[config.mk]
export PLATFORM = sky130hd
export DESIGN_NAME = olb_overlay_blender
export DESIGN_NICKNAME = d
export VERILOG_FILES = /design/src/inc/olb_pkg.sv /design/src/hw/olb_overlay_blender.sv
export SDC_FILE = /design/constraint.sdc
export NUM_CORES = 2
export LEC_CHECK = 0
export ABC_AREA = 1
export BUFFER_PORTS_ARGS = -buffer_cell sky130_fd_sc_hd__buf_2
export CORE_ASPECT_RATIO = 0.5
export CORE_MARGIN = 4
export CORE_UTILIZATION = 45
export CTS_CLUSTER_DIAMETER = 80
export DETAILED_ROUTE_END_ITERATION = 6
export PLACE_DENSITY = 0.59
export SLEW_MARGIN = 30
export SYNTH_ARGS = -nofsm -noshare
export SYNTH_HDL_FRONTEND = slang
export SYNTH_SLANG_ARGS = --single-unit
[constraint.sdc]
create_clock -name clk_sys_in -period 18.5 [get_ports clk_sys_in]
set_input_delay 3.7 -clock clk_sys_in [delete_from_list [all_inputs] [get_ports clk_sys_in]]
set_output_delay 3.7 -clock clk_sys_in [all_outputs]
set_load 0.005 [all_outputs]
[src/inc/olb_pkg.sv]
// olb_pkg: register map, field positions and pixel types for the overlay blender configuration block.
// assumes byte addressing on a 32-bit register port.
package olb_pkg;
   // ----------------------------------------
   // register byte addresses
   // ----------------------------------------
   localparam logic [31:0] ADDR_WIN_SIZE   = 32'hF8038138;
   localparam logic [31:0] ADDR_ROW_STEP   = 32'hF803813C;
   localparam logic [31:0] ADDR_PIX_STEP   = 32'hF8038140;
   localparam logic [31:0] ADDR_DEF_COLOUR = 32'hF8038144;
   localparam logic [31:0] ADDR_KEY_COLOUR = 32'hF8038148;
   localparam logic [31:0] ADDR_KEY_MASK   = 32'hF803814C;
   localparam logic [31:0] ADDR_BLEND_CTRL = 32'hF8038150;
   localparam logic [31:0] ADDR_CHAN_ON    = 32'hF8038280;
   localparam logic [31:0] ADDR_CHAN_OFF   = 32'hF8038284;
   localparam logic [31:0] ADDR_CHAN_STAT  = 32'hF8038288;
   // ----------------------------------------
   // field positions and widths
   // ----------------------------------------
   localparam int          SIZE_W      = 11;
   localparam int          WIDTH_LSB   = 0;
   localparam int          HEIGHT_LSB  = 16;
   localparam logic [31:0] WIN_MASK    = 32'h07FF07FF;
   localparam logic [31:0] COLOUR_MASK = 32'h00FFFFFF;
   localparam logic [31:0] CTRL_MASK   = 32'h00FF07FF;
   localparam int B_KEYING    = 0;
   localparam int B_NEGATE    = 1;
   localparam int B_ADD_SEL   = 2;
   localparam int B_DIFF_SEL  = 3;
   localparam int B_ALPHA_CPL = 4;
   localparam int B_GA_ON     = 5;
   localparam int B_LA_ON     = 6;
   localparam int B_OVR_SRC   = 7;
   localparam int B_DMA_ON    = 8;
   localparam int B_LSB_COPY  = 9;
   localparam int B_DEST_KEY  = 10;
   localparam int GA_LSB      = 16;
   localparam int B_CH_ON     = 0;
   localparam int B_REFRESH   = 1;
   localparam int B_QPUSH     = 2;
   localparam int B_CH_OFF    = 0;
   localparam int B_CH_ABORT  = 8;
   localparam logic [7:0] COMP_MAX = 8'hFF;
   localparam logic [3:0] FULL_DEPTH = 4'h8;

   typedef struct packed {
      logic [7:0] red;
      logic [7:0] green;
      logic [7:0] blue;
   } olb_rgb_s;

   typedef struct packed {
      logic [7:0] alpha;
      olb_rgb_s   rgb;
   } olb_argb_s;

   typedef enum logic [0:0] {
      OLB_IDLE  = 1'b0,
      OLB_FETCH = 1'b1
   } olb_fetch_e;
endpackage

[src/hw/olb_overlay_blender.sv]
// olb_overlay_blender: overlay window geometry, strides, default colour, chroma key, blender and channel control.
// assumes a single-cycle register master and frame timing pulses from the display timing generator.
`timescale 1ns/1ps
`default_nettype none
module olb_overlay_blender #(
   parameter int ADDR_W = 32
) (
   // clock and reset
   input  wire  logic                  clk_sys_in,
   input  wire  logic                  rst_in,
   // register port
   input  wire  logic [31:0]           reg_addr_in,
   input  wire  logic [31:0]           reg_wdata_in,
   input  wire  logic                  reg_wr_in,
   input  wire  logic                  reg_rd_in,
   output logic       [31:0]           reg_rdata_out,
   // frame timing and display geometry
   input  wire  logic                  frame_start_in,
   input  wire  logic                  frame_done_in,
   input  wire  logic [10:0]           win_left_in,
   input  wire  logic [10:0]           win_top_in,
   input  wire  logic [11:0]           pixels_per_line_in,
   input  wire  logic [11:0]           rows_per_frame_in,
   output logic       [11:0]           win_width_out,
   output logic       [11:0]           win_height_out,
   output logic                        geometry_err_out,
   // descriptor queue
   output logic                        queue_push_req_out,
   input  wire  logic                  head_queued_in,
   // channel state
   output logic                        channel_on_out,
   output logic                        channel_abort_out,
   // fetch address stream
   input  wire  logic [ADDR_W-1:0]     base_addr_in,
   output logic                        fetch_valid_out,
   output logic       [ADDR_W-1:0]     fetch_addr_out,
   input  wire  logic                  fetch_ready_in,
   // pixel path
   input  wire  logic                  pix_valid_in,
   input  wire  olb_pkg::olb_argb_s    mem_pix_in,
   input  wire  logic [3:0]            comp_depth_in,
   input  wire  olb_pkg::olb_rgb_s     under_pix_in,
   output logic                        pix_valid_out,
   output olb_pkg::olb_rgb_s           pix_out
);
   // ----------------------------------------
   // helpers
   // ----------------------------------------
   // colour component width; narrower depths are widened to it
   localparam int COMP_W = $bits(mem_pix_in.alpha);

   function automatic logic [7:0] expand(input logic [7:0] c, input logic [3:0] depth, input logic copy);
      logic [7:0] r;
      int         i;
      r = c;
      // zero depth has no bits to widen, so it passes through untouched
      if (depth != 4'h0 && depth < olb_pkg::FULL_DEPTH) begin
         r = 8'h00;
         for (i = 0; i < COMP_W; i++) begin
            if (i >= (COMP_W - int'(depth))) begin
               r[i] = c[i - (COMP_W - int'(depth))];
            end else begin
               r[i] = copy & c[int'(depth) - 1];
            end
         end
      end
      return r;
   endfunction

   function automatic logic key_hit(input olb_pkg::olb_rgb_s p, input logic [23:0] key, input logic [23:0] mask);
      return (((p ^ key) & mask) == 24'h000000);
   endfunction

   // rounded to nearest to halve the truncation error of the byte product
   function automatic logic [7:0] scale(input logic [7:0] v, input logic [7:0] a);
      logic [15:0] p;
      p = v * a;
      return p[15:8] + {7'h00, p[7]};
   endfunction

   function automatic logic [7:0] sat_add(input logic [7:0] a, input logic [7:0] b, input logic [7:0] c);
      logic [9:0] s;
      s = {2'b00, a} + {2'b00, b} + {2'b00, c};
      return (s > {2'b00, olb_pkg::COMP_MAX}) ? olb_pkg::COMP_MAX : s[7:0];
   endfunction

   // ----------------------------------------
   // configuration registers
   // ----------------------------------------
   logic [31:0] win_size_reg;
   logic [31:0] win_active_reg;
   logic [31:0] row_step_reg;
   logic [31:0] pixel_step_reg;
   logic [31:0] def_colour_reg;
   logic [31:0] key_colour_reg;
   logic [31:0] key_mask_reg;
   logic [31:0] ctrl_reg;
   logic        channel_on_reg;
   logic        off_pending_reg;
   logic        refresh_pending_reg;
   logic        qpush_pending_reg;
   logic        abort_reg;

   wire logic wr_on  = reg_wr_in && (reg_addr_in == olb_pkg::ADDR_CHAN_ON);
   wire logic wr_off = reg_wr_in && (reg_addr_in == olb_pkg::ADDR_CHAN_OFF);
   // abort rides on the disable register and beats every other command
   wire logic abort_now = wr_off && reg_wdata_in[olb_pkg::B_CH_ABORT];

   // reserved bits are masked on write so they read back as zero
   always_ff @(posedge clk_sys_in) begin
      if (rst_in) begin
         win_size_reg   <= 32'h00000000;
         row_step_reg   <= 32'h00000000;
         pixel_step_reg <= 32'h00000000;
         def_colour_reg <= 32'h00000000;
         key_colour_reg <= 32'h00000000;
         key_mask_reg   <= 32'h00000000;
         ctrl_reg       <= 32'h00000000;
      end else if (reg_wr_in) begin
         unique case (reg_addr_in)
            olb_pkg::ADDR_WIN_SIZE:   win_size_reg   <= reg_wdata_in & olb_pkg::WIN_MASK;
            olb_pkg::ADDR_ROW_STEP:   row_step_reg   <= reg_wdata_in;
            olb_pkg::ADDR_PIX_STEP:   pixel_step_reg <= reg_wdata_in;
            olb_pkg::ADDR_DEF_COLOUR: def_colour_reg <= reg_wdata_in & olb_pkg::COLOUR_MASK;
            olb_pkg::ADDR_KEY_COLOUR: key_colour_reg <= reg_wdata_in & olb_pkg::COLOUR_MASK;
            olb_pkg::ADDR_KEY_MASK:   key_mask_reg   <= reg_wdata_in & olb_pkg::COLOUR_MASK;
            olb_pkg::ADDR_BLEND_CTRL: ctrl_reg       <= reg_wdata_in & olb_pkg::CTRL_MASK;
            default: ;
         endcase
      end
   end

   // window geometry only takes effect at a frame start after a refresh request, so a frame never tears
   always_ff @(posedge clk_sys_in) begin
      if (rst_in) begin
         win_active_reg      <= 32'h00000000;
         refresh_pending_reg <= 1'b0;
      end else if (abort_now) begin
         refresh_pending_reg <= 1'b0;
      end else if (frame_start_in && refresh_pending_reg) begin
         win_active_reg      <= win_size_reg;
         refresh_pending_reg <= wr_on && reg_wdata_in[olb_pkg::B_REFRESH];
      end else if (wr_on && reg_wdata_in[olb_pkg::B_REFRESH]) begin
         refresh_pending_reg <= 1'b1;
      end
   end

   // ----------------------------------------
   // channel control
   // ----------------------------------------
   // an enable write cancels a pending disable
   always_ff @(posedge clk_sys_in) begin
      if (rst_in) begin
         channel_on_reg  <= 1'b0;
         off_pending_reg <= 1'b0;
         abort_reg       <= 1'b0;
      end else begin
         abort_reg <= abort_now;
         if (abort_now) begin
            channel_on_reg  <= 1'b0;
            off_pending_reg <= 1'b0;
         end else if (wr_on && reg_wdata_in[olb_pkg::B_CH_ON]) begin
            channel_on_reg  <= 1'b1;
            off_pending_reg <= 1'b0;
         end else if (wr_off && reg_wdata_in[olb_pkg::B_CH_OFF]) begin
            off_pending_reg <= channel_on_reg;
         end else if (off_pending_reg && frame_done_in) begin
            channel_on_reg  <= 1'b0;
            off_pending_reg <= 1'b0;
         end
      end
   end

   // a new push request in the same cycle as the queued pulse keeps the request standing
   always_ff @(posedge clk_sys_in) begin
      if (rst_in || abort_now) begin
         qpush_pending_reg <= 1'b0;
      end else if (wr_on && reg_wdata_in[olb_pkg::B_QPUSH]) begin
         qpush_pending_reg <= 1'b1;
      end else if (head_queued_in) begin
         qpush_pending_reg <= 1'b0;
      end
   end

   assign queue_push_req_out = qpush_pending_reg;
   assign channel_on_out     = channel_on_reg;
   assign channel_abort_out  = abort_reg;

   // ----------------------------------------
   // window geometry
   // ----------------------------------------
   // a bad setting is only flagged on geometry_err_out, the window is never clamped
   wire logic [10:0] width_f  = win_active_reg[olb_pkg::WIDTH_LSB +: olb_pkg::SIZE_W];
   wire logic [10:0] height_f = win_active_reg[olb_pkg::HEIGHT_LSB +: olb_pkg::SIZE_W];

   always_ff @(posedge clk_sys_in) begin
      if (rst_in) begin
         win_width_out    <= 12'h000;
         win_height_out   <= 12'h000;
         geometry_err_out <= 1'b0;
      end else begin
         win_width_out    <= {1'b0, width_f} + 12'h001;
         win_height_out   <= {1'b0, height_f} + 12'h001;
         geometry_err_out <= (({1'b0, win_left_in} + {1'b0, width_f}) > pixels_per_line_in) ||
                             (({1'b0, win_top_in} + {1'b0, height_f}) > rows_per_frame_in);
      end
   end

   // ----------------------------------------
   // fetch address generator
   // ----------------------------------------
   // counters run up to the fields, one less than the window size
   olb_pkg::olb_fetch_e fetch_state_reg;
   logic [10:0]         col_reg;
   logic [10:0]         row_reg;
   wire logic dma_run = channel_on_reg && ctrl_reg[olb_pkg::B_DMA_ON];

   always_ff @(posedge clk_sys_in) begin
      if (rst_in || abort_now) begin
         fetch_state_reg <= olb_pkg::OLB_IDLE;
         fetch_addr_out  <= '0;
         col_reg         <= 11'h000;
         row_reg         <= 11'h000;
      end else begin
         unique case (fetch_state_reg)
            olb_pkg::OLB_IDLE: begin
               if (frame_start_in && dma_run) begin
                  fetch_state_reg <= olb_pkg::OLB_FETCH;
                  fetch_addr_out  <= base_addr_in;
                  col_reg         <= 11'h000;
                  row_reg         <= 11'h000;
               end
            end
            olb_pkg::OLB_FETCH: begin
               if (fetch_ready_in) begin
                  if (col_reg != width_f) begin
                     col_reg        <= col_reg + 11'h001;
                     fetch_addr_out <= fetch_addr_out + pixel_step_reg[ADDR_W-1:0];
                  end else if (row_reg != height_f) begin
                     col_reg        <= 11'h000;
                     row_reg        <= row_reg + 11'h001;
                     fetch_addr_out <= fetch_addr_out + row_step_reg[ADDR_W-1:0];
                  end else begin
                     fetch_state_reg <= olb_pkg::OLB_IDLE;
                  end
               end
            end
         endcase
      end
   end

   // the last ready edge returns to idle; frame starts while busy are ignored
   assign fetch_valid_out = (fetch_state_reg == olb_pkg::OLB_FETCH);

   // ----------------------------------------
   // pixel path
   // ----------------------------------------
   olb_pkg::olb_rgb_s feedback_difference_sel_reg;
   olb_pkg::olb_rgb_s ovr_pix;
   olb_pkg::olb_rgb_s mem_rgb;
   olb_pkg::olb_rgb_s mixed;
   olb_pkg::olb_rgb_s result;
   logic [7:0]        alpha;
   logic [7:0]        alpha_d;
   logic              keyed;

   always_comb begin
      mem_rgb.red   = expand(mem_pix_in.rgb.red,   comp_depth_in, ctrl_reg[olb_pkg::B_LSB_COPY]);
      mem_rgb.green = expand(mem_pix_in.rgb.green, comp_depth_in, ctrl_reg[olb_pkg::B_LSB_COPY]);
      mem_rgb.blue  = expand(mem_pix_in.rgb.blue,  comp_depth_in, ctrl_reg[olb_pkg::B_LSB_COPY]);
      if (dma_run && ctrl_reg[olb_pkg::B_OVR_SRC]) begin
         ovr_pix = mem_rgb;
      end else begin
         ovr_pix = def_colour_reg[23:0];
      end
      alpha = olb_pkg::COMP_MAX;
      if (ctrl_reg[olb_pkg::B_GA_ON]) begin
         alpha = ctrl_reg[olb_pkg::GA_LSB +: 8];
      end
      if (ctrl_reg[olb_pkg::B_LA_ON]) begin
         alpha = scale(alpha, mem_pix_in.alpha);
      end
      alpha_d = ctrl_reg[olb_pkg::B_ALPHA_CPL] ? (olb_pkg::COMP_MAX - alpha) : alpha;
      keyed = 1'b0;
      if (ctrl_reg[olb_pkg::B_KEYING]) begin
         keyed = ctrl_reg[olb_pkg::B_DEST_KEY] ?
                 !key_hit(under_pix_in, key_colour_reg[23:0], key_mask_reg[23:0]) :
                 key_hit(ovr_pix, key_colour_reg[23:0], key_mask_reg[23:0]);
      end
      mixed.red   = sat_add(scale(ovr_pix.red, alpha),
                            scale(under_pix_in.red, olb_pkg::COMP_MAX - alpha), 8'h00);
      mixed.green = sat_add(scale(ovr_pix.green, alpha),
                            scale(under_pix_in.green, olb_pkg::COMP_MAX - alpha), 8'h00);
      mixed.blue  = sat_add(scale(ovr_pix.blue, alpha),
                            scale(under_pix_in.blue, olb_pkg::COMP_MAX - alpha), 8'h00);
      // adder operand and scaled difference both come from the iterated pixel of the previous output
      result.red   = sat_add(mixed.red,
                             ctrl_reg[olb_pkg::B_ADD_SEL] ? feedback_difference_sel_reg.red : 8'h00,
                             scale(ctrl_reg[olb_pkg::B_DIFF_SEL] ? feedback_difference_sel_reg.red : 8'h00, alpha_d));
      result.green = sat_add(mixed.green,
                             ctrl_reg[olb_pkg::B_ADD_SEL] ? feedback_difference_sel_reg.green : 8'h00,
                             scale(ctrl_reg[olb_pkg::B_DIFF_SEL] ? feedback_difference_sel_reg.green : 8'h00, alpha_d));
      result.blue  = sat_add(mixed.blue,
                             ctrl_reg[olb_pkg::B_ADD_SEL] ? feedback_difference_sel_reg.blue : 8'h00,
                             scale(ctrl_reg[olb_pkg::B_DIFF_SEL] ? feedback_difference_sel_reg.blue : 8'h00, alpha_d));
      if (keyed) begin
         result = under_pix_in;
      end
   end

   always_ff @(posedge clk_sys_in) begin
      if (rst_in || abort_now) begin
         pix_valid_out <= 1'b0;
         pix_out       <= '0;
         feedback_difference_sel_reg      <= '0;
      end else begin
         pix_valid_out <= pix_valid_in;
         // iterated pixel moves only on valid pixels, so stream gaps keep it
         if (pix_valid_in) begin
            pix_out  <= result;
            feedback_difference_sel_reg <= ctrl_reg[olb_pkg::B_NEGATE] ? ~result : result;
         end
      end
   end

   // ----------------------------------------
   // register read
   // ----------------------------------------
   // command registers are write-only and read as zero like unmapped holes
   always_ff @(posedge clk_sys_in) begin
      if (rst_in) begin
         reg_rdata_out <= 32'h00000000;
      end else if (reg_rd_in) begin
         unique case (reg_addr_in)
            olb_pkg::ADDR_WIN_SIZE:   reg_rdata_out <= win_size_reg;
            olb_pkg::ADDR_ROW_STEP:   reg_rdata_out <= row_step_reg;
            olb_pkg::ADDR_PIX_STEP:   reg_rdata_out <= pixel_step_reg;
            olb_pkg::ADDR_DEF_COLOUR: reg_rdata_out <= def_colour_reg;
            olb_pkg::ADDR_KEY_COLOUR: reg_rdata_out <= key_colour_reg;
            olb_pkg::ADDR_KEY_MASK:   reg_rdata_out <= key_mask_reg;
            olb_pkg::ADDR_BLEND_CTRL: reg_rdata_out <= ctrl_reg;
            olb_pkg::ADDR_CHAN_STAT:  reg_rdata_out <= {29'h00000000, qpush_pending_reg,
                                                        refresh_pending_reg, channel_on_reg};
            default:                  reg_rdata_out <= 32'h00000000;
         endcase
      end else begin
         reg_rdata_out <= 32'h00000000;
      end
   end
endmodule // olb_overlay_blender
`default_nettype wire

# Word-level counts from Yosys, hierarchy flattened
# Index checks and enable logic that the tools add are counted.
[op_classes] n_mux=156 bitwise_logic=11 n_mul=10 n_eq_ne=18 n_addsub=38 n_lt_le_gt_ge=26 reduce_logical=37
[op_table] cell="== test 32 bit (second input constant)" n=10
[op_table] cell="one-hot mux 32 bit (8 select lines)" n=1
[op_table] cell="< comparator 32 x 5 -> 1 bit (second input constant)" n=7
[op_table] cell="multiplier 8 x 8 -> 16 bit" n=10
[op_table] cell="two-way mux 8 bit" n=18
[op_table] cell="two-way mux 32 bit" n=4
[op_table] cell="two-way mux 1 bit" n=92
[op_table] cell="binary-select mux 1 bit (select 3 bit)" n=27
[op_table] cell="adder 8 x 1 -> 8 bit" n=10
[op_table] cell="two-way mux 11 bit" n=7
[op_table] cell="two-way mux 24 bit" n=3
[op_table] cell="adder 32 bit" n=2
[op_table] cell="one-hot mux 32 bit (2 select lines)" n=1
[op_table] cell="adder 8 x 8 -> 9 bit" n=6
[op_table] cell="bitwise AND 24 bit" n=2
[op_table] cell="logical NOT 24 bit" n=2
[op_table] cell="bitwise XOR 24 bit" n=2
[op_table] cell="one-hot mux 11 bit (2 select lines)" n=2
[op_table] cell="adder 9 x 8 -> 10 bit" n=3
[op_table] cell="greater-than comparator 10 x 8 -> 1 bit (second input constant)" n=3
[op_table] cell="greater-than comparator 9 x 8 -> 1 bit (second input constant)" n=3
[op_table] cell="adder 11 x 1 -> 12 bit (second input constant)" n=2
[op_table] cell="adder 11 x 11 -> 12 bit" n=2
[op_table] cell="greater-than comparator 12 bit" n=2
[op_table] cell="other kinds (33)" n=75
[totals] word_cells=324 register_bits=365 in_bits=211

# Depth between registers and ports, before layout
[depth] depth_word=20 ltp_mapped=84 mapped_depth_nobuf=83

# Worst setup path after synthesis
# OpenSTA, ideal clock, no wires.
[synth_path] kind="input -> register" startpoint="input port mem_pix_in[26] (netlist bit)" endpoint="register pix_out[1] (netlist bit)" stages=74 path_slack_ns=2.627 n_path_buf=1 t_arrival_ns=15.757 required_time_ns=18.384 cell_sequence="inv_1 -> nor2_1 -> fa_1 -> fa_1 -> fa_1 -> inv_1 -> fa_1 -> inv_1 -> ha_1 -> a21oi_1 -> o21ai_0 -> o21bai_2 -> nand2_1 -> nand2_2 -> a21oi_1 -> xor2_1 -> and2_1 -> nand3_1 -> [... 38 more ...] -> ha_1 -> fa_1 -> nand2_1 -> inv_1 -> nor2_1 -> o21bai_1 -> a21oi_1 -> o21ai_0 -> o21ai_0 -> inv_1 -> nor3_1 -> inv_1 -> nor2_1 -> inv_1 -> nand2_1 -> nand3_1 -> o211ai_1 -> inv_1"
[synth_via] elab_chain_cells=14 elab_cells_between_ends=19 cone_classes="add/sub: 8; mul: 4; order compare: 2; mux: 5"
[synth_lines] element="from (decl)" line_no="olb_overlay_blender.sv:40" source="input wire olb_pkg::olb_argb_s mem_pix_in,"
[synth_lines] element="multiplier 8 x 8 -> 16 bit *" line_no="olb_overlay_blender.sv:77" source="p = v * a;"
[synth_lines] element="adder 8 x 1 -> 8 bit *" line_no="olb_overlay_blender.sv:78" source="return p[15:8] + {7'h00, p[7]};"
[synth_lines] element="two-way mux 8 bit *" line_no="olb_overlay_blender.sv:280" source="if (ctrl_reg[olb_pkg::B_LA_ON]) begin"
[synth_lines] element="subtractor 8 bit" line_no="olb_overlay_blender.sv:283, olb_overlay_blender.sv:295"
[synth_lines] element="multiplier 8 x 8 -> 16 bit" line_no="olb_overlay_blender.sv:77"
[synth_lines] element="adder 8 x 1 -> 8 bit" line_no="olb_overlay_blender.sv:78"
[synth_lines] element="adder 8 x 8 -> 9 bit" line_no="olb_overlay_blender.sv:83" source="s = {2'b00, a} + {2'b00, b} + {2'b00, c};"
[synth_lines] element="greater-than comparator 9 x 8 -> 1 bit" line_no="olb_overlay_blender.sv:84" source="return (s > {2'b00, olb_pkg::COMP_MAX}) ? olb_pkg::COMP_MAX : s[7:0];"
[synth_lines] element="two-way mux 8 bit" line_no="olb_overlay_blender.sv:84"
[synth_lines] element="adder 8 x 8 -> 9 bit" line_no="olb_overlay_blender.sv:83"
[synth_lines] element="adder 9 x 8 -> 10 bit *" line_no="olb_overlay_blender.sv:83"
[synth_lines] element="greater-than comparator 10 x 8 -> 1 bit" line_no="olb_overlay_blender.sv:84"
[synth_lines] element="two-way mux 8 bit *" line_no="olb_overlay_blender.sv:84"
[synth_lines] element="two-way mux 24 bit *" line_no="olb_overlay_blender.sv:306" source="if (keyed) begin"
[synth_lines] element="to (signal assigned)" line_no="olb_overlay_blender.sv:320" source="pix_out <= result;"
[synth_lines] element="to (decl)" line_no="olb_overlay_blender.sv:44" source="output olb_pkg::olb_rgb_s pix_out"
# Every way passes the cells marked *; elsewhere a longest branch is shown, timed or not.
# A chain may end at the register's enable or synchronous reset.

# Final worst setup path
[layout_path] startpoint="input port mem_pix_in[26] (netlist bit)" endpoint="register feedback_difference_sel_reg[19] (netlist bit)"
[layout_via] elab_chain_cells=16 elab_cells_between_ends=21 cone_classes="add/sub: 8; mul: 4; order compare: 2; mux: 6; bitwise: 1"
[layout_lines] element="multiplier 8 x 8 -> 16 bit *" line_no="olb_overlay_blender.sv:77"
[layout_lines] element="adder 8 x 1 -> 8 bit *" line_no="olb_overlay_blender.sv:78"
[layout_lines] element="two-way mux 8 bit *" line_no="olb_overlay_blender.sv:280"
[layout_lines] element="subtractor 8 bit" line_no="olb_overlay_blender.sv:283, olb_overlay_blender.sv:291"
[layout_lines] element="multiplier 8 x 8 -> 16 bit" line_no="olb_overlay_blender.sv:77"
[layout_lines] element="adder 8 x 1 -> 8 bit" line_no="olb_overlay_blender.sv:78"
[layout_lines] element="adder 8 x 8 -> 9 bit" line_no="olb_overlay_blender.sv:83"
[layout_lines] element="greater-than comparator 9 x 8 -> 1 bit" line_no="olb_overlay_blender.sv:84"
[layout_lines] element="two-way mux 8 bit" line_no="olb_overlay_blender.sv:84"
[layout_lines] element="adder 8 x 8 -> 9 bit" line_no="olb_overlay_blender.sv:83"
[layout_lines] element="adder 9 x 8 -> 10 bit *" line_no="olb_overlay_blender.sv:83"
[layout_lines] element="greater-than comparator 10 x 8 -> 1 bit" line_no="olb_overlay_blender.sv:84"
[layout_lines] element="two-way mux 8 bit *" line_no="olb_overlay_blender.sv:84"
[layout_lines] element="two-way mux 24 bit *" line_no="olb_overlay_blender.sv:306"
[layout_lines] element="NOT 24 bit" line_no="olb_overlay_blender.sv:321" source="feedback_difference_sel_reg <= ctrl_reg[olb_pkg::B_NEGATE] ? ~result : result;"
[layout_lines] element="two-way mux 24 bit *" line_no="olb_overlay_blender.sv:321"
[layout_lines] element="to (signal assigned)" line_no="olb_overlay_blender.sv:321"
[layout_lines] element="to (decl)" line_no="olb_overlay_blender.sv:258" source="olb_pkg::olb_rgb_s feedback_difference_sel_reg;"
# Marks and branches as above.

==> metrics.txt <==
Post-CTS Repair Setup Buffers=0; sequential share of power=35.4%; Synth warnings=0; Yosys top cell area share=16.91%; die width=456.9 um; worst skew pair latency=0.60 ns; fin crit share=93.98%; CP required=19.00 ns; clock slew at reported path FFs=0.06 ns; Final Hold Fails=0; Crit-path slowest cell=inv_1; synthesis-to-layout area growth=9.526%; r2r endpoint=feedback_difference_sel_reg[19]; # resized after CTS=0; RSZ-0062 raised after global routing=no; top_reg_cell synth=dfxtp_1; slowest cell delay on critical path=0.70 ns; status=completed; post-route ant nets=0; Core Util, Final=50.26%; Slew Limit Fails=0; crit path DAT=17.89 ns; Detailed Routing Iterations Pass 1=6; routability cong.=0.9532; Mapped Avg Cell Area=6.889 um2; initial antenna violation count=11; Worst Setup SP=mem_pix_in[26]; Post-DP HPWL=135,300 um; instance count of the mapped netlist=6,581; cell mode on critical path=inv_1; number of synthesized flops with an enable pin=0; # DRC=0; register area share after synthesis=16.12%; most numerous cell in the Yosys netlist=inv_1; die area=106,200 um2; Comb pwr share=24.0%; Core Footprint=98,810 um2; final setup vio count=0; worst vdd ir=0.05615 mV; Layout Nets=7,868; CP Capture Type=flip-flop; HP Class=flip-flop to flip-flop; Slew headroom=30.13%; register area=7308 um2; Max Buffers Root-to-Sink=3; # rows=81; setup TNS=0 ns; Final WS setup=1.113 ns; minimum clock period=17.39 ns; largest net degree at the start of global routing=101; switching power share of the total=32.46%; upper clock frequency limit=57.52 MHz; P_int=0.001524 W; post-synthesis cell type count=62; Setup crit end=feedback_difference_sel_reg[19]; Power Density=45.44 nW/um2; CTS tree=done; DRT iter0 DRCs=4,641; synthesis-stage register bit count=365; startpoint class of the critical path=input port; WL per Instance=20.54 um; Hold Crit Start=row_step_reg[30]; total of max-cap violations=0; Mapped Nets=7,658; worst setup path category=input port to flip-flop; Vias=44,800; reg2reg setup slack=3.04 ns; post-DR vias/cell=5.493; DRT Wirelength=167,600 um; Cell Area, Synth=45,340 um2; fill cell count=10,040; Synth async-reset ratio=0%; TritonCTS buffer count=43; Worst-Margin Slew=1.047 ns; Reg-to-Reg Start=ctrl_reg[5]; crit-path max FO=26; FF-to-FF path depth=71; Remaining Overflow, GRT=0; list of most frequent post-synthesis cells=1,256 x inv_1, 1,202 x nand2_1, 792 x nor2_1; ranking of synthesized cells by area=fa_1 17%, dfxtp_1 16%, ha_1 13%; global-route wire length before repair=255,200 um; multi-input logic area=32,300 um2; Root Buffer=clkbuf_16; pre-CTS WS=0.7746 ns; share of cells above drive strength 1=8.198%; I/O pin count=329; Sink Count=365; Hold Path Stages=2; H-tree Lvls=2; Pleak=26.25 nW; vias in the first global route=42,940; CTS Hold Bufs=0; clock power share=40.6%; top cell type by total area after synthesis=fa_1; worst-case clock skew=0.03158 ns; die height=232.5 um; Initial Utilization=45.88%; P_sw=0.0007323 W; port bufs=328; All-Layer GR Usage=31.01%
metal layers:
metal	global-route usage, %	routed length [um]
met1	44.94	76070
met2	46.22	69030
met3	7.510	18280
met4	7.615	4114
met5	0	57
worst max-delay path, delay by kind of cell:
family	cells	cell delay, ns
AOI/OAI and AO/OA	7	1.14
xor gates and xnor gates	4	0.66
adders and majority gates	18	6.73
buffers and inverters	17	2.17
and+or+nand+nor	23	3.46
cells in the final DEF (no fill, tap or decap), types with 133 or more instances in the layout:
master and instances:
nand3_1 452, dfxtp_1 364, inv_1 1254, fa_1 383, xor2_1 133, buf_2 327
a21oi_1 406, nor2_1 790, o21ai_0 274, nand2_1 1199, ha_1 483
worst min-delay path by stage:
stage | endpoint | slack, ns
2_1_floorplan | reg_rdata_out[29] | 0.44
3_3_place_gp | reg_rdata_out[30] | 0.46
3_5_place_dp | reg_rdata_out[30] | 0.46
4_1_cts | reg_rdata_out[30] | 0.47
5_1_grt | reg_rdata_out[28] | 0.49
6_report | reg_rdata_out[30] | 0.47
power by group through the flow:
stage	Combinational, W	Clock [W]	Sequential (W)
3_3_place_gp	0.000530	0	0.000815
3_5_place_dp	0.000534	0	0.000815
2_1_floorplan	0.000380	0	0.000812
4_1_cts	0.000539	0.000923	0.000798
6_report	0.000543	0.000915	0.000798
5_1_grt	0.000614	0.000955	0.000798
layout make-up:
cell class / count / share of cell area, %
Antenna cell: 9 / 0.04535
Clock buffer: 53 / 2.449
Clock inverter: 20 / 0.5291
Inverter: 1289 / 9.743
Multi-Input combinational cell: 4710 / 65.04
Sequential cell: 365 / 14.72
Tap cell: 1328 / 3.346
Timing Repair Buffer: 382 / 4.135
metrics by stage:
step                      cell area [um2]  total power (W)  instances  hold slack (ns)
after global placement              48150         0.001346       8074           0.4585
after global routing                49640         0.002367       8149           0.4857
final                               49660         0.002256       8156           0.4737
after CTS                           49630         0.002260       8147           0.4688
after detailed placement            48150         0.001350       8074           0.4571
after floorplan                     45340         0.001192       6581           0.4409
cells by family after synthesis:
group / share of synthesized area, %
multiplexers: 0.02208
AO/OA/AOI/OAI: 13.12
buffers and inverters: 12.72
adder cells (fa/ha/maj): 30.24
XOR/XNOR: 3.574
AND/OR/NAND/NOR: 24.21
flip-flops: 16.12
Power figures use the tool's default switching activity.
